**config.mk**
```make
export PLATFORM = sky130hd
export DESIGN_NAME = dhpwm_top
export DESIGN_NICKNAME = d
export VERILOG_FILES = /design/src/logic/dhpwm_pkg.sv /design/src/logic/dhpwm_gen.sv /design/src/logic/dhpwm_top.sv
export SDC_FILE = /design/constraint.sdc
export NUM_CORES = 1
export LEC_CHECK = 0
export ABC_AREA = 1
export BUFFER_PORTS_ARGS = -buffer_cell sky130_fd_sc_hd__buf_2
export CAP_MARGIN = 20
export CORE_UTILIZATION = 25
export CTS_CLUSTER_SIZE = 25
export DETAILED_ROUTE_END_ITERATION = 7
export GPL_ROUTABILITY_DRIVEN = 1
export SLEW_MARGIN = 0
export SYNTH_ARGS = -nofsm -noshare
export SYNTH_HDL_FRONTEND = slang
export SYNTH_SLANG_ARGS = --single-unit
```
**constraint.sdc**
```tcl
create_clock -name clk -period 5 [get_ports clk]
set_clock_uncertainty 0.15 [all_clocks]
set_input_delay 1 -clock clk [delete_from_list [all_inputs] [get_ports clk]]
set_output_delay 1 -clock clk [all_outputs]
set_load 0.03 [all_outputs]
```
**src/logic/dhpwm_pkg.sv**
```systemverilog
package dhpwm_pkg;

   // -----------------------------------------------------------------
   // Widths
   // -----------------------------------------------------------------
   localparam int unsigned ADDR_W = 4;
   localparam int unsigned DATA_W = 16;
   localparam int unsigned CNT_W  = 8;

   // -----------------------------------------------------------------
   // Register offsets
   // -----------------------------------------------------------------
   localparam logic [ADDR_W-1:0] OFS_PERIOD_A = 4'h0;
   localparam logic [ADDR_W-1:0] OFS_PERIOD_B = 4'h1;
   localparam logic [ADDR_W-1:0] OFS_ONTIME_A = 4'h2;
   localparam logic [ADDR_W-1:0] OFS_ONTIME_B = 4'h3;
   localparam logic [ADDR_W-1:0] OFS_MODE     = 4'h4;
   localparam logic [ADDR_W-1:0] OFS_STATUS   = 4'h5;
   localparam logic [ADDR_W-1:0] OFS_COUNT    = 4'h6;

   // -----------------------------------------------------------------
   // Field positions
   // -----------------------------------------------------------------
   localparam int unsigned MODE_INDEP_BIT  = 8;
   localparam int unsigned STS_OUT_A_BIT   = 0;
   localparam int unsigned STS_OUT_B_BIT   = 1;
   localparam int unsigned STS_INDEP_BIT   = 2;
   localparam int unsigned STS_PEND_A_BIT  = 3;
   localparam int unsigned STS_PEND_B_BIT  = 4;
   localparam int unsigned STS_BADOFS_BIT  = 5;
   localparam int unsigned CNT_A_LSB       = 0;
   localparam int unsigned CNT_B_LSB       = 8;

   // -----------------------------------------------------------------
   // Reset values
   // -----------------------------------------------------------------
   localparam logic [CNT_W-1:0] PERIOD_RST = 8'hFF;
   localparam logic [CNT_W-1:0] ONTIME_RST = 8'h00;
   localparam logic             INDEP_RST  = 1'b0;

   // -----------------------------------------------------------------
   // Timing: one count step lasts this many instruction clocks
   // -----------------------------------------------------------------
   localparam int unsigned STEP_CLKS = 2;

endpackage : dhpwm_pkg

```
**src/logic/dhpwm_gen.sv**
```systemverilog
`timescale 1ns/1ps

module dhpwm_gen
   import dhpwm_pkg::*;
#(
   parameter int unsigned WIDTH = dhpwm_pkg::CNT_W
) (
   input  wire logic             clk,          // Instruction clock
   input  wire logic             reset_n,      // Async reset, active low
   input  wire logic             tick,         // One-cycle step enable
   input  wire logic             clear,        // Timer restart after write
   input  wire logic             clear_active, // Output armed after restart
   input  wire logic             start,        // Begin a cycle now
   input  wire logic             wrap_en,      // Own period closes the cycle
   input  wire logic [WIDTH-1:0] period,       // Period in steps minus one
   input  wire logic [WIDTH-1:0] ontime,       // High time in steps
   output logic      [WIDTH-1:0] count,        // Step count within cycle
   output logic                  cyc_begin,    // Pulse: new cycle begins
   output logic                  out           // Registered pwm level
);
   localparam logic [WIDTH-1:0] CNT_ZERO = '0;
   localparam logic [WIDTH-1:0] CNT_MAX  = '1;
   localparam logic [WIDTH-1:0] CNT_ONE  = {{(WIDTH-1){1'b0}}, 1'b1};

   logic [WIDTH-1:0] cnt_q, cnt_d;
   logic [WIDTH-1:0] ont_q, ont_d;
   logic             act_q, act_d;
   logic             out_q, out_d;
   wire              wrap_hit;
   wire              sat_hit;

   assign wrap_hit  = wrap_en && tick && (cnt_q == period);
   assign cyc_begin = !clear && (wrap_hit || start);
   // Counter parks at the top if no cycle start ever arrives
   assign sat_hit   = (cnt_q == CNT_MAX);

   assign cnt_d = clear     ? CNT_ZERO :
                  cyc_begin ? CNT_ZERO :
                  (tick && !sat_hit) ? cnt_q + CNT_ONE : cnt_q;
   assign act_d = clear ? clear_active : (cyc_begin ? 1'b1 : act_q);
   assign ont_d = (clear || cyc_begin) ? ontime : ont_q;
   assign out_d = act_d && (cnt_d < ont_d);

   always_ff @(posedge clk or negedge reset_n) begin
      if (!reset_n) begin
         cnt_q <= CNT_ZERO;
         ont_q <= CNT_ZERO;
         act_q <= 1'b0;
         out_q <= 1'b0;
      end else begin
         cnt_q <= cnt_d;
         ont_q <= ont_d;
         act_q <= act_d;
         out_q <= out_d;
      end
   end

   assign count = cnt_q;
   assign out   = out_q;

endmodule // dhpwm_gen

```
**src/logic/dhpwm_top.sv**
```systemverilog
// Functional notes
// - Two pwm outputs, 8-bit period and ontime
// - Mode bit 8 set: independent generators, restarts shared
// - Step is two clocks; period (value+1)
// - Period and ontime accept 0 through 0xFF
// - High time equals two clocks times ontime
// - Ontime beyond period holds output high
// - Bit 8 clear: shared period from register a
// - Output b rises (offset+1) steps after a
// - Registers writable at any time
// - New ontime effective at next cycle start
// - Period write clears timers, restarts cycles
// - Reset leaves bit 8 clear, offset mode
// - Reset periods 0xFF, ontimes 0x00
`timescale 1ns/1ps

module dhpwm_top
   import dhpwm_pkg::*;
#(
   parameter int unsigned WIDTH = dhpwm_pkg::CNT_W
) (
   input  wire logic                          clk,              // Instruction clock
   input  wire logic                          reset_n,          // Async reset, active low
   input  wire logic [dhpwm_pkg::ADDR_W-1:0]  reg_addr,         // Register address
   input  wire logic [dhpwm_pkg::DATA_W-1:0]  reg_wdata,        // Register write data
   input  wire logic                          reg_wr,           // Write strobe
   input  wire logic                          reg_rd,           // Read strobe
   output logic      [dhpwm_pkg::DATA_W-1:0]  reg_rdata,        // Read data, next cycle
   output logic                               helper_pwm_out_a, // Pwm output a
   output logic                               helper_pwm_out_b  // Pwm output b
);
   import dhpwm_pkg::*;

   // -----------------------------------------------------------------
   // Register state
   // -----------------------------------------------------------------
   logic [WIDTH-1:0]  period_a_q;
   logic [WIDTH-1:0]  period_b_q;
   logic [WIDTH-1:0]  ontime_a_q;
   logic [WIDTH-1:0]  ontime_b_q;
   logic              indep_q;
   logic              pend_a_q;
   logic              pend_b_q;
   logic              restart_q;
   logic [DATA_W-1:0] rdata_q;
   logic [DATA_W-1:0] rdata_d;

   // -----------------------------------------------------------------
   // Address decode
   // -----------------------------------------------------------------
   wire hit_period_a = (reg_addr == OFS_PERIOD_A);
   wire hit_period_b = (reg_addr == OFS_PERIOD_B);
   wire hit_ontime_a = (reg_addr == OFS_ONTIME_A);
   wire hit_ontime_b = (reg_addr == OFS_ONTIME_B);
   wire hit_mode     = (reg_addr == OFS_MODE);
   wire hit_status   = (reg_addr == OFS_STATUS);
   wire hit_count    = (reg_addr == OFS_COUNT);

   wire wr_period_a  = reg_wr && hit_period_a;
   wire wr_period_b  = reg_wr && hit_period_b;
   wire wr_ontime_a  = reg_wr && hit_ontime_a;
   wire wr_ontime_b  = reg_wr && hit_ontime_b;
   wire wr_mode      = reg_wr && hit_mode;

   // Mode changes restart too, so the two outputs never run half-aligned
   wire restart_req  = wr_period_a || wr_period_b || wr_mode;

   // -----------------------------------------------------------------
   // Step divider
   // -----------------------------------------------------------------
   localparam int unsigned DIV_W = $clog2(STEP_CLKS);
   localparam logic [DIV_W-1:0] DIV_LAST = DIV_W'(STEP_CLKS - 1);
   localparam logic [DIV_W-1:0] DIV_ZERO = '0;
   localparam logic [DIV_W-1:0] DIV_ONE  = DIV_W'(1);

   logic [DIV_W-1:0] div_q;
   logic [DIV_W-1:0] div_d;
   wire              tick;

   assign tick  = (div_q == DIV_LAST) && !restart_q;
   assign div_d = (restart_q || tick) ? DIV_ZERO : div_q + DIV_ONE;

   always_ff @(posedge clk or negedge reset_n) begin
      if (!reset_n) begin
         div_q <= DIV_ZERO;
      end else begin
         div_q <= div_d;
      end
   end

   // -----------------------------------------------------------------
   // Register writes
   // -----------------------------------------------------------------
   // writes accepted anytime, full range
   always_ff @(posedge clk or negedge reset_n) begin
      if (!reset_n) begin
         period_a_q <= PERIOD_RST;
         period_b_q <= PERIOD_RST;
         ontime_a_q <= ONTIME_RST;
         ontime_b_q <= ONTIME_RST;
      end else begin
         if (wr_period_a) begin
            period_a_q <= reg_wdata[WIDTH-1:0];
         end
         if (wr_period_b) begin
            period_b_q <= reg_wdata[WIDTH-1:0];
         end
         if (wr_ontime_a) begin
            ontime_a_q <= reg_wdata[WIDTH-1:0];
         end
         if (wr_ontime_b) begin
            ontime_b_q <= reg_wdata[WIDTH-1:0];
         end
      end
   end

   always_ff @(posedge clk or negedge reset_n) begin
      if (!reset_n) begin
         indep_q <= INDEP_RST;
      end else if (wr_mode) begin
         indep_q <= reg_wdata[MODE_INDEP_BIT];
      end
   end

   always_ff @(posedge clk or negedge reset_n) begin
      if (!reset_n) begin
         restart_q <= 1'b0;
      end else begin
         restart_q <= restart_req;
      end
   end

   // -----------------------------------------------------------------
   // Generators
   // -----------------------------------------------------------------
   logic [WIDTH-1:0] cnt_a;
   logic [WIDTH-1:0] cnt_b;
   logic             begin_a;
   logic             begin_b;
   logic             out_a;
   logic             out_b;
   wire  [WIDTH-1:0] period_b_eff;
   wire              start_b;
   wire              wrap_b_en;
   wire              arm_b;

   assign period_b_eff = indep_q ? period_b_q : period_a_q;
   assign wrap_b_en    = indep_q;
   assign start_b      = !indep_q && tick && (cnt_a == period_b_q);
   // In offset mode b stays low until its first offset point
   assign arm_b        = indep_q;

   dhpwm_gen #(
      .WIDTH        (WIDTH)
   ) u_gen_a (
      .clk          (clk),
      .reset_n      (reset_n),
      .tick         (tick),
      .clear        (restart_q),
      .clear_active (1'b1),
      .start        (1'b0),
      .wrap_en      (1'b1),
      .period       (period_a_q),
      .ontime       (ontime_a_q),
      .count        (cnt_a),
      .cyc_begin    (begin_a),
      .out          (out_a)
   );

   dhpwm_gen #(
      .WIDTH        (WIDTH)
   ) u_gen_b (
      .clk          (clk),
      .reset_n      (reset_n),
      .tick         (tick),
      .clear        (restart_q),
      .clear_active (arm_b),
      .start        (start_b),
      .wrap_en      (wrap_b_en),
      .period       (period_b_eff),
      .ontime       (ontime_b_q),
      .count        (cnt_b),
      .cyc_begin    (begin_b),
      .out          (out_b)
   );

   assign helper_pwm_out_a = out_a;
   assign helper_pwm_out_b = out_b;

   // -----------------------------------------------------------------
   // Pending ontime flags
   // -----------------------------------------------------------------
   // Set by a write, cleared when the value is taken up; a write in the
   // same cycle as the take-up wins, since that value is not yet in use.
   wire take_a = begin_a || restart_q;
   wire take_b = begin_b || restart_q;

   always_ff @(posedge clk or negedge reset_n) begin
      if (!reset_n) begin
         pend_a_q <= 1'b0;
         pend_b_q <= 1'b0;
      end else begin
         pend_a_q <= wr_ontime_a || (pend_a_q && !take_a);
         pend_b_q <= wr_ontime_b || (pend_b_q && !take_b);
      end
   end

   // -----------------------------------------------------------------
   // Read path
   // -----------------------------------------------------------------
   // Flags an offset at or above the shared period
   wire              bad_offset = !indep_q && (period_b_q >= period_a_q);
   wire [DATA_W-1:0] mode_word;
   wire [DATA_W-1:0] status_word;
   wire [DATA_W-1:0] count_word;

   assign mode_word   = DATA_W'({indep_q, {MODE_INDEP_BIT{1'b0}}});
   assign status_word = DATA_W'({bad_offset, pend_b_q, pend_a_q,
                                 indep_q, out_b, out_a});
   assign count_word  = {cnt_b, cnt_a};

   always_comb begin
      rdata_d = '0;
      if (!reg_rd) begin
         rdata_d = '0;
      end else if (hit_period_a) begin
         rdata_d = DATA_W'(period_a_q);
      end else if (hit_period_b) begin
         rdata_d = DATA_W'(period_b_q);
      end else if (hit_ontime_a) begin
         rdata_d = DATA_W'(ontime_a_q);
      end else if (hit_ontime_b) begin
         rdata_d = DATA_W'(ontime_b_q);
      end else if (hit_mode) begin
         rdata_d = mode_word;
      end else if (hit_status) begin
         rdata_d = status_word;
      end else if (hit_count) begin
         rdata_d = count_word;
      end else begin
         rdata_d = '0;
      end
   end

   always_ff @(posedge clk or negedge reset_n) begin
      if (!reset_n) begin
         rdata_q <= '0;
      end else begin
         rdata_q <= rdata_d;
      end
   end

   assign reg_rdata = rdata_q;

endmodule // dhpwm_top

```
==> flow_summary.json <==
{
  "syn_to_final_growth_pct": 15.5,
  "cp-start-kind": "register",
  "cap_violations": 0,
  "wirelength_met1_mm": 6.25,
  "highest_layer": "met5",
  "grt_max_degree": 50,
  "max_stage_delay_ns": 0.60,
  "cp_cell_sequence": "inv_2 -> nand2_1 -> nand2_1 -> nand2_1 -> nand2_1 -> nand2_1 -> nor2_1 -> nand3_2 -> nand3_2 -> or2_2 -> o21ai_1 -> ha_1 -> a21oi_1 -> o211ai_2 -> a21oi_2",
  "yosysMostFrequentCell": "nand2_1",
  "layout-drive-gt1-share_pct": 14.0,
  "syn_area_um2": 4800,
  "hpwl_mm": 9.89,
  "wl_per_cell_um": 14.9,
  "syn_inst": 605,
  "cts.sinks": 89,
  "nets": 687,
  "grt-ovfl-total": 0,
  "fin_ws_ns": 1.83,
  "cts_buffers": 9,
  "hp-class": "register to register",
  "ant_nets": 0,
  "die_y_um": 141,
  "root_buffer": "clkbuf_16",
  "n_antenna_cell": 0,
  "setup_viol": 0,
  "via_per_inst": 4.63,
  "postSynthAreaPerCell_um2": 7.94,
  "route.met3.wl_mm": 1.03,
  "dieWidth_um": 141,
  "crit_top_cell": "nand2_1",
  "syn_nets": 653,
  "grt_antenna_before_repair": 1,
  "min_period_over_period_pct": 63.4,
  "clk_pin_slew_ns": 0.07,
  "power_uw": 2650,
  "wl_mm": 13.1,
  "cts_max_level": 3,
  "status": "finished, final reports clean",
  "crit_fanout": 17,
  "dieArea_um2": 19800,
  "dr.pass1.iters": 5,
  "p_per_area_nw_per_um2": 478,
  "place_ws_ns": 1.93,
  "yosys_warnings": 0,
  "drc_errors": 0,
  "fp-row-count": 50,
  "cts_max_path_buffers": 2,
  "drt-initial-drc-count": 328,
  "cp-end-kind": "register",
  "ys_seq_elements": 89,
  "cts_tree": "built",
  "max_slew.worst_pin.slew_ns": 0.610,
  "wl_met2_mm": 5.48,
  "initial_utilization_pct": 25.6,
  "required_ns": 5.12,
  "cts_resized": 0,
  "ys_top_cells_by_count": "163 x nand2_1, 87 x inv_1, 73 x dfrtp_1, 61 x o21ai_0, 37 x a21oi_1",
  "max_freq_ghz": 0.315,
  "slew_headroom_pct": 59.3,
  "drv_slew": 0,
  "power_leakage_uw": 0.00275,
  "post_cts_buffers": 0,
  "seq_area_frac_synth_pct": 46.8,
  "cts_hold_buf": 0,
  "synthTopCellsByArea": "dfrtp_1 38%, nand2_1 13%, dfstp_2 8.8%",
  "num_io_pins": 42,
  "synth_top_area_share_pct": 38.0,
  "fin_crit_ns": 3.17,
  "worstPathArrival_ns": 3.29,
  "slowest_stage": "dfrtp_1",
  "grt_pass1_vias": 3869,
  "synth_edf_count": 0,
  "irDropWorstVdd_mv": 0.183,
  "synth_largest_area_cell": "dfrtp_1",
  "finalHoldViolCount": 0,
  "synthFlopType": "dfrtp_1",
  "grt_pass1_wl_mm": 20.8,
  "port_buffers": 34,
  "clock_latency_ns": 0.35,
  "gp_congestion": 0.962,
  "core_um2": 18800,
  "routed-via-count": 4066,
  "final.setup.tns_ns": 0,
  "postSynth.asyncResetShare_pct": 100,
  "track_usage_pct": 13.9,
  "rsz0062_at_grt": "false",
  "synthDistinctLibCells": 37,
  "critical_path_class": "register to register"
}
## cell type report
cell class / count / area, µm²
repair buffers: 35 / 180
well taps: 234 / 293
multi-input cells: 414 / 2150
flip-flops and latches: 89 / 2250
clock buffers: 10 / 239
fillers: 2036 / 13200
clock inverters: 6 / 97.6
inverters: 90 / 338
## state kept, by name, indices dropped and copies added, names as in the netlist, 8 cells and up
signal / cells
ontime_a_q: 8
ontime_b_q: 8
period_a_q: 8
u_gen_a.ont_q: 8
u_gen_b.count: 8
u_gen_a.count: 8
reg_rdata: 16
u_gen_b.ont_q: 8
period_b_q: 8
## final timing paths
| path | startpoint | to | slack [ns] | cells after the start |
|---|---|---|---|---|
| setup / recovery | arm_b$_DFFE_PN0P_ | u_gen_b.out$_DFF_PN0_ | 1.83 | 15 |
| hold / removal | div_q$_DFF_PN0_ | div_q$_DFF_PN0_ | 0.27 | 1 |
| setup reg to reg | arm_b$_DFFE_PN0P_ | u_gen_b.out$_DFF_PN0_ | 1.83 | 15 |
| hold reg to reg | div_q$_DFF_PN0_ | div_q$_DFF_PN0_ | 0.27 | 1 |
| max in group asynchronous | reset_n | period_b_q[1]$_DFFE_PN1P_ | 3.22 | 2 |
| min in group asynchronous | reset_n | ontime_b_q[2]$_DFFE_PN0P_ | 0.52 | 1 |
## placed cells by master (no fill, tap or decap), types with 2 or more instances in the layout
cell,synthesis,layout
a211oi_1,2,2
a21oi_1,37,37
a221oi_1,2,2
a22oi_1,3,3
a31oi_1,3,3
buf_2,1,33
buf_4,1,2
bufinv_16,0,2
clkbuf_16,0,9
clkinv_4,0,2
dfrtp_1,73,73
dfstp_2,16,16
ha_1,24,24
inv_1,87,87
inv_2,2,2
nand2_1,163,163
nand2_2,2,2
nand3_1,24,24
nand3_2,2,2
nand4_1,9,9
nor2_1,31,31
nor3_1,11,11
o211ai_1,3,3
o21ai_0,61,61
o21ai_1,6,6
o22ai_1,2,2
or2_2,11,11
xnor2_1,3,3
xor2_1,7,7
## per-stage QoR
stage	hold slack [ns]	area (µm²)	instances	util (%)
finish	0.266	5550	878	29.6
global route	0.271	5550	878	29.6
CTS	0.267	5550	878	29.6
detailed placement	0.259	5210	862	27.8
global placement	0.262	5210	862	27.8
floorplan	0.247	4800	605	-
## critical path, delay by kind of cell, from the launching register on
kind | cells | cell delay (ns)
AOI/OAI and AO/OA | 4 | 0.57
and+or+nand+nor | 9 | 1.21
buffers and inverters | 1 | 0.25
adders and majority gates | 1 | 0.29
DFF | 1 | 0.60
## cells by family (layout without fill, tap and decap cells)
family	after synthesis	count (layout)	synth area share, %
xor+xnor	10	10	1.82
buf+inv	102	141	8.39
flops	89	89	46.8
simple gates	257	257	22.7
fa+ha+maj	24	24	6.25
compound gates	123	123	14.1
## power breakdown
group / internal, µW / switching, µW
clock network: 458 / 296
registers: 915 / 177
logic: 304 / 501
total: 1680 / 974
## layer usage
layer	global-route usage [%]	vias to the layer above
li1	-	2030
met5	0	-
met2	19.9	153
met1	19.9	1863
met3	3.13	18
met4	5.95	2
(Power assumes the default switching activity.)
